`config.mk`:
```
export PLATFORM = sky130hd
export DESIGN_NAME = rate_volume_spdif_ctrl_regs
export DESIGN_NICKNAME = d
export VERILOG_FILES = /design/src/core/rate_volume_spdif_ctrl_regs.v
export VERILOG_INCLUDE_DIRS = /design/src /design/src/core
export SDC_FILE = /design/constraint.sdc
export NUM_CORES = 1
export LEC_CHECK = 0
export ABC_AREA = 1
export BUFFER_PORTS_ARGS = -buffer_cell sky130_fd_sc_hd__buf_2
export CAP_MARGIN = 20
export CORE_AREA = 2 2 112 222
export DETAILED_ROUTE_END_ITERATION = 16
export DIE_AREA = 0 0 114 224
export GPL_ROUTABILITY_DRIVEN = 0
export PLACE_DENSITY = 0.67
export SKIP_LAST_GASP = 1
export SYNTH_ARGS = -nofsm -noshare
export SYNTH_HDL_FRONTEND = slang
export SYNTH_SLANG_ARGS = --single-unit
```
`constraint.sdc`:
```
create_clock -name ref_clk_in -period 2.9 [get_ports ref_clk_in]
set_input_delay 0.58 -clock ref_clk_in [delete_from_list [all_inputs] [get_ports ref_clk_in]]
set_output_delay 0.58 -clock ref_clk_in [all_outputs]
set_load 0.1 [all_outputs]
```
`src/core/rate_volume_spdif_ctrl_consts.vh`:
```
// Register offsets, field positions and reset values of the rate, volume
// and digital-output control registers.
// Assumes byte addresses on a 32-bit AHB-Lite bus, one register per word.
`ifndef RATE_VOLUME_SPDIF_CTRL_CONSTS_VH
`define RATE_VOLUME_SPDIF_CTRL_CONSTS_VH
`define IDX_FRONT_DAC_RATE 8'h2C
`define IDX_SURROUND_DAC_RATE 8'h2E
`define IDX_CENTER_LOW_DAC_RATE 8'h30
`define IDX_ADC_RATE 8'h32
`define IDX_CENTER_LOW_VOLUME 8'h36
`define IDX_SURROUND_VOLUME 8'h38
`define IDX_DIGITAL_OUT_CONTROL 8'h3A
`define IDX_EXT_AUDIO_CONTROL 8'h2A
`define RATE_48K 16'hBB80
`define VOLUME_RESET 16'h8888
`define VOLUME_MASK 16'h9F9F
`define DOC_RESET 16'h2000
`define DOC_MASK 16'hEFFF
`define EXT_MASK 16'h0007
`define EXT_RESET 16'h0000
`define EXT_VRA_BIT 0
`define EXT_DRA_BIT 1
`define EXT_SPDIF_EN_BIT 2
`define DOC_VALID_BIT 15
`define DOC_VFORCE_BIT 14
`define DOC_RATE_BIT 13
`endif

```
`src/core/rate_volume_spdif_ctrl_regs.v`:
```
// Rate, volume and digital-output control register bank, AHB-Lite slave.
// Assumes single word transfers; register index times four is the address.
`timescale 1ns/1ns
`include "rate_volume_spdif_ctrl_consts.vh"
module rate_volume_spdif_ctrl_regs
(
   input wire ref_clk_in,
   input wire rstn_in,
   input wire hsel_in,
   input wire [31:0] haddr_in,
   input wire [1:0] htrans_in,
   input wire hwrite_in,
   input wire [2:0] hsize_in,
   input wire [31:0] hwdata_in,
   input wire hready_in,
   output wire [31:0] hrdata_out,
   output wire hreadyout_out,
   output wire hresp_out,
   input wire sample_error_in,
   output wire [15:0] front_rate_out,
   output wire [15:0] surround_rate_out,
   output wire [15:0] center_low_rate_out,
   output wire [15:0] adc_rate_out,
   output wire double_rate_out,
   output wire surround_powerdown_out,
   output wire center_low_powerdown_out,
   output wire [4:0] centre_gain_out,
   output wire centre_mute_out,
   output wire [4:0] low_freq_gain_out,
   output wire low_freq_mute_out,
   output wire [4:0] left_gain_out,
   output wire left_mute_out,
   output wire [4:0] right_gain_out,
   output wire right_mute_out,
   output wire spdif_enable_out,
   output wire [15:0] channel_status_out,
   output wire spdif_tx_rate_select_out,
   output wire validity_flag_out
);
   reg [15:0] front_q;
   reg [15:0] surr_q;
   reg [15:0] clfe_q;
   reg [15:0] adc_q;
   reg [15:0] clfe_vol_q;
   reg [15:0] surr_vol_q;
   reg [15:0] doc_q;
   reg [15:0] ext_q;
   reg wr_pend_q;
   reg [7:0] addr_q;
   reg [31:0] rdata_q;
   reg [15:0] front_d;
   reg [15:0] surr_d;
   reg [15:0] clfe_d;
   reg [15:0] adc_d;
   reg [15:0] clfe_vol_d;
   reg [15:0] surr_vol_d;
   reg [15:0] doc_d;
   reg [15:0] ext_d;
   reg wr_pend_d;
   reg [7:0] addr_d;
   reg [31:0] rdata_d;
   wire take;
   wire wr_now;
   wire vra_d;
   wire [15:0] wd;

   // Word address of a bus byte address.
   function [7:0] word_idx;
      input [31:0] a;
      begin
         word_idx = a[9:2];
      end
   endfunction

   // True when the pending data phase writes the given register.
   function reg_hit;
      input pend;
      input [7:0] idx;
      input [7:0] want;
      begin
         reg_hit = pend && (idx == want);
      end
   endfunction

   // Rate stored value: forced to 48 kHz without variable rate.
   function [15:0] rate_next;
      input [15:0] cur;
      input hit;
      input [15:0] wdat;
      input vra_next;
      begin
         if (!vra_next)
            rate_next = `RATE_48K;
         else if (hit)
            rate_next = wdat;
         else
            rate_next = cur;
      end
   endfunction

   assign take = hsel_in & htrans_in[1] & hready_in;
   assign wr_now = wr_pend_q;
   assign wd = hwdata_in[15:0];
   assign vra_d = ext_d[`EXT_VRA_BIT];

   // A write lands at the edge that ends its data phase.
   always @*
   begin
      wr_pend_d = take & hwrite_in;
      addr_d = addr_q;
      if (take)
         addr_d = word_idx(haddr_in);
   end

   always @*
   begin
      ext_d = ext_q;
      if (reg_hit(wr_now, addr_q, `IDX_EXT_AUDIO_CONTROL))
         ext_d = wd & `EXT_MASK;
   end

   // Rates follow the new variable-rate bit in the same cycle.
   always @*
   begin
      front_d = rate_next(front_q,
         reg_hit(wr_now, addr_q, `IDX_FRONT_DAC_RATE), wd, vra_d);
      surr_d = rate_next(surr_q,
         reg_hit(wr_now, addr_q, `IDX_SURROUND_DAC_RATE), wd, vra_d);
      clfe_d = rate_next(clfe_q,
         reg_hit(wr_now, addr_q, `IDX_CENTER_LOW_DAC_RATE), wd, vra_d);
      adc_d = rate_next(adc_q,
         reg_hit(wr_now, addr_q, `IDX_ADC_RATE), wd, vra_d);
   end

   always @*
   begin
      clfe_vol_d = clfe_vol_q;
      if (reg_hit(wr_now, addr_q, `IDX_CENTER_LOW_VOLUME))
         clfe_vol_d = wd & `VOLUME_MASK;
      surr_vol_d = surr_vol_q;
      if (reg_hit(wr_now, addr_q, `IDX_SURROUND_VOLUME))
         surr_vol_d = wd & `VOLUME_MASK;
      doc_d = doc_q;
      if (reg_hit(wr_now, addr_q, `IDX_DIGITAL_OUT_CONTROL))
         doc_d = wd & `DOC_MASK;
   end

   // Reads see the next values, so a read right behind a write is fresh.
   always @*
   begin
      rdata_d = rdata_q;
      if (take && !hwrite_in)
      begin
         case (word_idx(haddr_in))
            `IDX_FRONT_DAC_RATE: rdata_d = {16'h0000, front_d};
            `IDX_SURROUND_DAC_RATE: rdata_d = {16'h0000, surr_d};
            `IDX_CENTER_LOW_DAC_RATE: rdata_d = {16'h0000, clfe_d};
            `IDX_ADC_RATE: rdata_d = {16'h0000, adc_d};
            `IDX_CENTER_LOW_VOLUME: rdata_d = {16'h0000, clfe_vol_d};
            `IDX_SURROUND_VOLUME: rdata_d = {16'h0000, surr_vol_d};
            `IDX_DIGITAL_OUT_CONTROL: rdata_d = {16'h0000, doc_d};
            `IDX_EXT_AUDIO_CONTROL: rdata_d = {16'h0000, ext_d};
            default: rdata_d = 32'h00000000;
         endcase
      end
   end

   always @(posedge ref_clk_in or negedge rstn_in)
   begin
      if (!rstn_in)
      begin
         wr_pend_q <= 1'b0;
         addr_q <= 8'h00;
      end
      else
      begin
         wr_pend_q <= wr_pend_d;
         addr_q <= addr_d;
      end
   end

   always @(posedge ref_clk_in or negedge rstn_in)
   begin
      if (!rstn_in)
      begin
         ext_q <= `EXT_RESET;
      end
      else
      begin
         ext_q <= ext_d;
      end
   end

   always @(posedge ref_clk_in or negedge rstn_in)
   begin
      if (!rstn_in)
      begin
         front_q <= `RATE_48K;
      end
      else
      begin
         front_q <= front_d;
      end
   end

   always @(posedge ref_clk_in or negedge rstn_in)
   begin
      if (!rstn_in)
      begin
         surr_q <= `RATE_48K;
      end
      else
      begin
         surr_q <= surr_d;
      end
   end

   always @(posedge ref_clk_in or negedge rstn_in)
   begin
      if (!rstn_in)
      begin
         clfe_q <= `RATE_48K;
      end
      else
      begin
         clfe_q <= clfe_d;
      end
   end

   always @(posedge ref_clk_in or negedge rstn_in)
   begin
      if (!rstn_in)
      begin
         adc_q <= `RATE_48K;
      end
      else
      begin
         adc_q <= adc_d;
      end
   end

   always @(posedge ref_clk_in or negedge rstn_in)
   begin
      if (!rstn_in)
      begin
         clfe_vol_q <= `VOLUME_RESET;
      end
      else
      begin
         clfe_vol_q <= clfe_vol_d;
      end
   end

   always @(posedge ref_clk_in or negedge rstn_in)
   begin
      if (!rstn_in)
      begin
         surr_vol_q <= `VOLUME_RESET;
      end
      else
      begin
         surr_vol_q <= surr_vol_d;
      end
   end

   always @(posedge ref_clk_in or negedge rstn_in)
   begin
      if (!rstn_in)
      begin
         doc_q <= `DOC_RESET;
      end
      else
      begin
         doc_q <= doc_d;
      end
   end

   always @(posedge ref_clk_in or negedge rstn_in)
   begin
      if (!rstn_in)
      begin
         rdata_q <= 32'h00000000;
      end
      else
      begin
         rdata_q <= rdata_d;
      end
   end

   assign hrdata_out = rdata_q;
   assign hreadyout_out = 1'b1;
   assign hresp_out = 1'b0;

   assign front_rate_out = front_q;
   assign surround_rate_out = surr_q;
   assign center_low_rate_out = clfe_q;
   assign adc_rate_out = adc_q;
   assign double_rate_out = ext_q[`EXT_DRA_BIT];
   assign surround_powerdown_out = ext_q[`EXT_DRA_BIT];
   assign center_low_powerdown_out = ext_q[`EXT_DRA_BIT];
   // Centre and LFE fields drive fixed channels; output swap is downstream.
   assign centre_gain_out = clfe_vol_q[4:0];
   assign centre_mute_out = clfe_vol_q[7];
   assign low_freq_gain_out = clfe_vol_q[12:8];
   assign low_freq_mute_out = clfe_vol_q[15];
   assign right_gain_out = surr_vol_q[4:0];
   assign right_mute_out = surr_vol_q[7];
   assign left_gain_out = surr_vol_q[12:8];
   assign left_mute_out = surr_vol_q[15];
   assign spdif_enable_out = ext_q[`EXT_SPDIF_EN_BIT];
   // Low 12 bits: usage class, non-PCM, copy, emphasis, category, level.
   assign channel_status_out = {4'h0, doc_q[11:0]};
   assign spdif_tx_rate_select_out = doc_q[`DOC_RATE_BIT];
   assign validity_flag_out = doc_q[`DOC_VALID_BIT] ? 1'b1 :
      (doc_q[`DOC_VFORCE_BIT] ? 1'b0 : sample_error_in);
endmodule

```
# --- After elaboration in Yosys (flattened, before gate mapping) ---
# Index checks and enable logic that the tools add are counted.
word_totals:
  inputBits: 75
  output_inout_bits: 144
  register_bits: 169
  word_cells: 55
classes:
  n_eq_ne: 16
  n_mux: 15
  reduce_logical: 10
  n_bitwise: 3
ops:
  columns: ["operator", "n"]
  rows:
  - ["16-bit two-way mux", 12]
  - ["8-bit by 6-bit == test with 1-bit output (second input constant)", 16]
  - ["16-bit case mux with 8 select lines", 1]
  - ["1-bit logical AND", 9]
  - ["1-bit AND", 3]
  - ["1-bit two-way mux", 2]
  - ["1-bit zero test", 1]

# --- Longest topological paths before layout ---
# Gate-level depths: netlist of the first run.
depth:
  depth_word: 5
  ltp_mapped: 15
  mapped_depth_nobuf: 13

# --- Least setup slack after synthesis of the first run ---
# No wires, ideal clock.
synth_timing:
  path_kind: "reg-to-output"
  startpoint: "register ext_q[1]"
  endpoint: "output double_rate_out"
  n_path_buf: 1
  required_time_ps: 2320
  path_slack_ps: 963
  arrival_time_ps: 1357
  stages_incl_launch_ff: 2
  cell_sequence: "dfrtp_1 -> buf_4"
synth_rtl:
  columns: ["element", "line_no", "source"]
  rows:
  - ["start: declaration", "rate_volume_spdif_ctrl_regs.v:47", "reg [15:0] ext_q;"]
  - ["start signal: assignment", "rate_volume_spdif_ctrl_regs.v:186", "ext_q <= `EXT_RESET;"]
  - ["start signal: assignment", "rate_volume_spdif_ctrl_regs.v:190", "ext_q <= ext_d;"]
  - ["end: declaration", "rate_volume_spdif_ctrl_regs.v:24", "output wire double_rate_out,"]
# No word-level cell between the ends.

# --- Worst setup path after layout of the first run ---
layout_timing:
  startpoint: "register addr_q[4]"
  endpoint: "register rdata_q[1], in the netlist hrdata_out[1]"
layout_between:
  elab_chain_cells: 5
  elab_cells_between_ends: 29
  classes_between: "eq/ne (8); mux (13); reduce/logical (8)"
layout_rtl:
  columns: ["element", "line_no", "source"]
  rows:
  - ["start: declaration", "rate_volume_spdif_ctrl_regs.v:49", "reg [7:0] addr_q;"]
  - ["start signal: assignment", "rate_volume_spdif_ctrl_regs.v:178", "addr_q <= addr_d;"]
  - ["8-bit by 6-bit == test with 1-bit output", "rate_volume_spdif_ctrl_regs.v:81", "reg_hit = pend && (idx == want);"]
  - ["1-bit logical AND", "rate_volume_spdif_ctrl_regs.v:81", null]
  - ["16-bit two-way mux (on tied branches)", "rate_volume_spdif_ctrl_regs.v:94, rate_volume_spdif_ctrl_regs.v:118", null]
  - ["16-bit two-way mux", "rate_volume_spdif_ctrl_regs.v:92", "if (!vra_next)"]
  - ["16-bit case mux with 8 select lines (*)", "rate_volume_spdif_ctrl_regs.v:154", "case (word_idx(haddr_in))"]
  - ["end signal: assignment", "rate_volume_spdif_ctrl_regs.v:286", "rdata_q <= rdata_d;"]
  - ["end: declaration", "rate_volume_spdif_ctrl_regs.v:50", "reg [31:0] rdata_q;"]
# Mark *: on every way between the ends. The rest lies on a longest branch, timed or not.
# A chain may end at the register's enable or synchronous reset.

==> summary.txt, run 1 <==
Yosys
  – Post-synth top area share: 0.355
  – Post-synth EDFFs: 0
  – Asr flop ratio synth: 1.00
  – Synth Warn #: 0
  – Register bit count reported by yosys: 153
  – Top_reg_cell synth: dfrtp_1
  – Cell Area, Synth: 8180 um^2
  – Area contributors post-synth: dfrtp_1, nand2_1, dfstp_2
  – Synth Instances: around 1100
  – Sequential element share of the synthesized area: 0.474
  – Yosys top cell by area: dfrtp_1
  – Mean Syn Cell Area: 7.46 um^2
  – Post-synthesis cell type count: 29

Outcome
  – Status: finished, final reports clean

Pwr
  – Lkg Pwr: approximately 5.3 nW
  – Pwr Density: 1010 nW/um^2
  – VDD IR max: roughly 0.54 mV

Worst setup path
  – CP max stage cell: dfrtp_1
  – CP Capture Type: register
  – Delay-heaviest family, CP: simple AND/OR/NAND/NOR gates
  – Max incr delay on CP: about 0.39 ns
  – CP Buf/Inv Count: 3
  – CP max FO: 65
  – Critical Path Start Type: register
  – Worst path cell trace: inv_1 -> nand2_1 -> nor2_4 -> buf_4 -> nand3_1 -> nand2_2 -> buf_12 -> nand3_1 -> nand2_1 -> nor2_1 -> nand2_1 -> nand2_1 -> nand2_1
  – Most used cell, CP: nand2_1
  – Worst EP arrival: between 2 and 3 ns
  – Kind of critical path: reg2reg
  – Req. time, crit path: approximately 3.3 ns

Clock network
  – Hold Buf Count CTS: 0
  – Skew-Pair Late Insertion Delay: 0.44 ns
  – H-tree Lvls: 4
  – Post-CTS sizing: 0
  – CTS tree: done
  – Number of CTS-inserted buffers: 17
  – CTS max path bufs: 2
  – Root Driver: clkbuf_16
  – Post-CTS Repair Setup Buffers: 0
  – Clock-pin slew on the worst setup and hold paths: about 0.06 ns
  – Sink Count: 153

Placed design
  – I/O Buffers: roughly 150
  – Detail Placement HPWL: ~20000 um
  – Placement Setup Slack: a little over 0.5 ns

Final layout
  – Most frequent cells in the layout: nand2_1, buf_2, dfrtp_1
  – Fillers: 2448
  – Fraction of layout cells with a size suffix above 1: 0.224
  – Final Net Count: approximately 1300
  – Layout area overhead: 17.6%
  – Most common cell after layout, fill and taps aside: nand2_1
  – N_diodes: 0

Detailed routing
  – Routed WL: 26600 um
  – Wire per inst: between 15 and 20 um
  – # DRC: 0
  – DR pass1 iterations: 5
  – Vias/cell: slightly below 5
  – DR iter-0 viols: 407
  – Routed Antenna Nets: 0
  – Routed vias: around 7500

Global routing
  – Vias in the first global route: ~7400
  – Initial antenna violation count: 0
  – Largest net degree at the start of global routing: between 70 and 80
  – GRT Residual Overflow: 0
  – GRT Overall Usage: 0.213
  – First-pass GRT wire length: around 40000 um

Timing
  – Worst clock skew: about 0.0085 ns
  – Max-slew headroom: 0.573
  – Setup violators final: 0
  – Final worst slack: ~0.47 ns
  – Final Cycle Share: 0.838
  – Crit path time final: 2.43 ns
  – Final Max Tran Viols: 0
  – TNS Setup: 0 ns
  – RSZ-0062 raised after global routing: no
  – Measured slew at the worst slew-check pin: 0.639 ns
  – Fmax: 0.411 GHz
  – Hold Fails Final Rpt: 0

Floorplanning
  – Die H: about 220 um
  – Core area: roughly 24000 um^2
  – Die Width: about 110 um
  – Row count: 80
  – Die ar.: between 20000 and 30000 um^2
  – Ports: ~220
  – Initial core utilization: 0.343

Flow run
  – Max-cap violations: 0

Hold path
  – Min-delay worst type: in2async
## cells in the mapped netlist, types with 4 or more instances
master    instances
buf_2            27
clkbuf_1         10
nand2_2           5
nand2_1         419
buf_6             4
o21ai_1           7
nand3b_1          4
buf_4            63
o21a_1           10
nand4_1          32
nor3_1            5
nor2_4            4
dfrtp_1         116
a21oi_1          35
dfstp_2          37
nand3_1         101
o21ai_0          26
and2_1            4
nor2_1           67
inv_1           102
nand3_2           4
## cell families after synthesis
family,Yosys count,synth area share
buf+inv,212,0.134
simple gates,651,0.340
other cells,2,0.000918
flops,153,0.474
compound gates,79,0.0517
## final timing paths
kind / from / endpoint / slack, ns / cells after the start
worst min register to register: hrdata_out[12]$_DFFE_PN0P_ / hrdata_out[12]$_DFFE_PN0P_ / 0.48 / 2
min in group ref_clk_in: haddr_in[8] / addr_q[6]$_DFFE_PN0P_ / 0.37 / 3
worst max-delay path: addr_q[4]$_DFFE_PN0P_ / hrdata_out[1]$_DFFE_PN0P_ / 0.47 / 13
worst min-delay path: rstn_in / ext_q[1]$_DFF_PN0_ / 0.09 / 1
worst max register to register: addr_q[4]$_DFFE_PN0P_ / hrdata_out[1]$_DFFE_PN0P_ / 0.47 / 13
max in group asynchronous: rstn_in / front_rate_out[9]$_DFF_PN1_ / 1.97 / 2
## routing by layer
metal	global-route usage	share of wire
met5	0	0
met4	0.164	0.081
met3	0.0484	0.058
met2	0.358	0.50
met1	0.228	0.36
## layout make-up
cell class,instances,area [um^2],share of cell area
inverter,106,398,0.0414
clock inverter,11,193,0.0200
tap,287,359,0.0373
clock buffer,21,470,0.0489
multi-input combinational,752,3290,0.342
sequential,153,3870,0.403
timing repair buffer,185,1040,0.108
## flip-flops by register name, summed over array words and instances, names as in the netlist
name / flops
reg_hit.pend: 1
addr_q: 8
ext_q: 16
doc_q: 16
surr_vol_q: 16
surround_rate_out: 16
center_low_rate_out: 16
front_rate_out: 16
adc_rate_out: 16
clfe_vol_q: 16
hrdata_out: 16
## report_power, final
group	internal (mW)	switching, mW
logic	0.560	3.74
registers	2.63	0.221
clock network	1.60	0.924
total	4.79	4.89
## metrics by stage
stage / power (mW) / std cells / hold slack (ns) / cell area [um^2] / utilization
after floorplan: 6.49 / 1117 / 0.284 / 8260 / -
after global placement: 7.16 / 1483 / 0.461 / 8960 / 0.376
after detailed placement: 7.19 / 1483 / 0.461 / 8960 / 0.376
after CTS: 9.72 / 1515 / 0.107 / 9620 / 0.404
after global routing: 10.0 / 1515 / 0.132 / 9620 / 0.404
final: 9.68 / 1515 / 0.0932 / 9620 / 0.404
Power figures use the tool's default switching activity.
==> run 2, diff against run 1 <==
==> constraint.sdc (replaced) <==
create_clock -name ref_clk_in -period 2.4 [get_ports ref_clk_in]
set_input_delay 0.48 -clock ref_clk_in [delete_from_list [all_inputs] [get_ports ref_clk_in]]
set_output_delay 0.48 -clock ref_clk_in [all_outputs]
set_load 0.1 [all_outputs]
==> run 2 against run 1 <==
  * Sequential power increased by 21%
  * Via count increased by 1.2%
  * First-iteration DRC count increased by 9.8%
  * Critical path type unchanged
  * Hold slack got worse by 0.090 ns
  * Register-to-register slack got worse by 0.34 ns
  * Fmax increased by 7.0%
  * Core utilization increased by 0.15 points
  * Global-route usage about the same
  * Clock power increased by 3%
  * Largest power group unchanged
  * Critical path depth decreased by 1
  * Highest routed layer unchanged
  * Power increased by 16%
  * Sequential share of layout area decreased by 0.15 points
==> summary.txt, run 2 (synthesis results as in run 1) <==
Final layout
  – Layout area overhead: 18.0%
  – Most frequent cells in the layout: nand2_1, buf_2, dfrtp_1
  – Fraction of layout cells with a size suffix above 1: 0.227 (+0.00322)
  – Most common cell after layout, fill and taps aside: nand2_1
  – FF+latch area: 3870 um^2 (unchanged)
  – Final Core Density: 0.405 (+0.00152)
  – N_diodes: 0 (unchanged)
  – Final Net Count: 1299 (+0.70%)
  – Area of the multi-input gates: 3290 um^2 (unchanged)
  – Fillers: 2516 (+2.8%)
  – Final Instance Area: 9660 um^2 (+0.38%)

Worst setup path
  – R2R depth: 12 (-1)
  – CP Capture Type: register
  – Req. time, crit path: 2.73 ns (-0.55 ns)
  – Launching point of the worst reg2reg path: addr_q[1]$_DFFE_PN0P_
  – CP max FO: 35 (-46%)
  – Worst path cell trace: nand3_1 -> nor2_2 -> nand2_2 -> nand2_1 -> nand2_2 -> buf_4 -> nand3_1 -> nand2_1 -> nor2_1 -> nand2_1 -> nand2_1 -> nand2_1
  – Most used cell, CP: nand2_1
  – Worst EP arrival: 2.60 ns (-0.21 ns)
  – Kind of critical path: reg2reg
  – Critical path origin: addr_q[1]$_DFFE_PN0P_
  – Delay-heaviest family, CP: simple AND/OR/NAND/NOR gates
  – Critical Path Start Type: register
  – CP Buf/Inv Count: 1 (-2)
  – CP max stage cell: dfrtp_1
  – Stages on the worst setup path: 12 (-1)
  – Max incr delay on CP: 0.42 ns (+0.03 ns)

Detailed routing
  – DR iter-0 viols: 447 (+9.8%)
  – DR pass1 iterations: 5 (unchanged)
  – Routed vias: 7549 (+1.2%)
  – Routed WL: 26600 um (about the same)
  – Met2 Wirelength: 13500 um (+1.1%)
  – WL met3: 1290 um (-16%)
  – Wire per inst: 17.5 um (-0.61%)
  – Max Used Layer: met4
  – # DRC: 0 (unchanged)
  – Routed Antenna Nets: 0 (unchanged)
  – Metal-1 WL: 9700 um (+1.6%)
  – Vias/cell: 4.95 (+0.64%)

Clock network
  – CTS max path bufs: 2 (unchanged)
  – Number of CTS-inserted buffers: 17 (unchanged)
  – Post-CTS sizing: 0 (unchanged)
  – Sink Count: 153 (unchanged)
  – Post-CTS Repair Setup Buffers: 0 (unchanged)
  – H-tree Lvls: 4 (unchanged)
  – Root Driver: clkbuf_16
  – Clock-pin slew on the worst setup and hold paths: 0.06 ns (about the same)
  – Hold Buf Count CTS: 0 (unchanged)
  – Skew-Pair Late Insertion Delay: 0.44 ns (about the same)
  – CTS tree: done

Flow run
  – Max-cap violations: 0 (unchanged)

Pwr
  – Tot Pwr: 11.3 mW (+16%)
  – Lkg Pwr: 5.31 nW (+0.36%)
  – VDD IR max: 0.738 mV (+36%)
  – Pwr Density: 1170 nW/um^2 (+16%)

Timing
  – Hold Fails Final Rpt: 0 (unchanged)
  – Fmax: 0.440 GHz (+7.0%)
  – Worst clock skew: 0.00706 ns (-0.00143 ns)
  – Measured slew at the worst slew-check pin: 0.591 ns (-0.0476 ns)
  – Crit path time final: 2.27 ns (-0.160 ns)
  – Final Max Tran Viols: 0 (unchanged)
  – Final Cycle Share: 0.946 (+0.108)
  – Max-slew headroom: 0.605 (+0.0322)
  – RSZ-0062 raised after global routing: no
  – Setup violators final: 0 (unchanged)
  – TNS Setup: 0 ns (unchanged)

Global routing
  – First-pass GRT wire length: 41200 um (+0.29%)
  – GRT Overall Usage: 0.213 (-0.000360)
  – GRT Residual Overflow: 0 (unchanged)
  – Vias in the first global route: 7480 (+1.5%)
  – Initial antenna violation count: 0 (unchanged)
  – Largest net degree at the start of global routing: 58 (-18%)

Floorplanning
  – Die ar.: 25500 um^2 (unchanged)
  – Ports: 219 (unchanged)
  – Row count: 80 (unchanged)
  – Initial core utilization: 0.343 (unchanged)
  – Die H: 224 um (unchanged)
  – Core area: 23800 um^2 (unchanged)
  – Die Width: 114 um (unchanged)

Placed design
  – Detail Placement HPWL: 20300 um (+1.6%)
  – I/O Buffers: 152 (unchanged)
  – Cell Area, Placed: 9070 um^2 (+1.3%)

Hold path
  – Min-delay worst type: in2async

Outcome
  – Status: finished, final reports clean
==> run 2: path summary, 6_finish.rpt <==
| check | to | slack (ns) |
|---|---|---|
| setup / recovery | hrdata_out[14]$_DFFE_PN0P_ | 0.13 |
| hold / removal | ext_q[2]$_DFF_PN0_ | 0.003 |
| setup reg to reg | hrdata_out[14]$_DFFE_PN0P_ | 0.13 |
| hold reg to reg | hrdata_out[7]$_DFFE_PN0P_ | 0.48 |
| max in group asynchronous | clfe_vol_q[11]$_DFF_PN1_ | 1.63 |
| min in group ref_clk_in | addr_q[6]$_DFFE_PN0P_ | 0.28 |
==> run 2: metal layers <==
layer  global-route usage  vias to the layer above
met1                0.225                     3568
met2                0.366                      267
li1                     -                     3626
met5                    0                        -
met4                0.160                        0
met3               0.0422                       88
==> run 2: cell type report <==
cell class                      count  share of cell area
Sequential cell                   153               0.401
Multi-Input combinational cell    752               0.340
Timing Repair Buffer              194               0.122
Clock buffer                       22              0.0470
Inverter                          106              0.0412
Tap cell                          287              0.0372
Clock inverter                     10              0.0106
==> run 2: stage by stage <==
stage          hold WS [ns]  cells  setup slack, ns
2_1_floorplan         0.184   1117            0.563
3_3_place_gp          0.461   1490           0.0971
3_5_place_dp          0.465   1490           0.0705
4_1_cts              0.0307   1522           0.0620
5_1_grt              0.0453   1524          0.00224
6_report            0.00344   1524            0.128
==> run 2: where the power goes <==
part	leakage, nW	internal [mW]	switching [mW]
registers	1.75	3.18	0.281
clock network	0.277	1.54	1.06
logic	3.28	0.694	4.50
total	5.31	5.42	5.84
==> run 2: worst register-to-register path, cell delays in order (launching register included) <==
cell     delay [ns]
dfrtp_1        0.42
nand3_1        0.20
nor2_2         0.17
nand2_2        0.14
nand2_1        0.11
nand2_2        0.07
buf_4          0.24
nand3_1        0.15
nand2_1        0.07
nor2_1         0.28
nand2_1        0.18
nand2_1        0.09
nand2_1        0.05
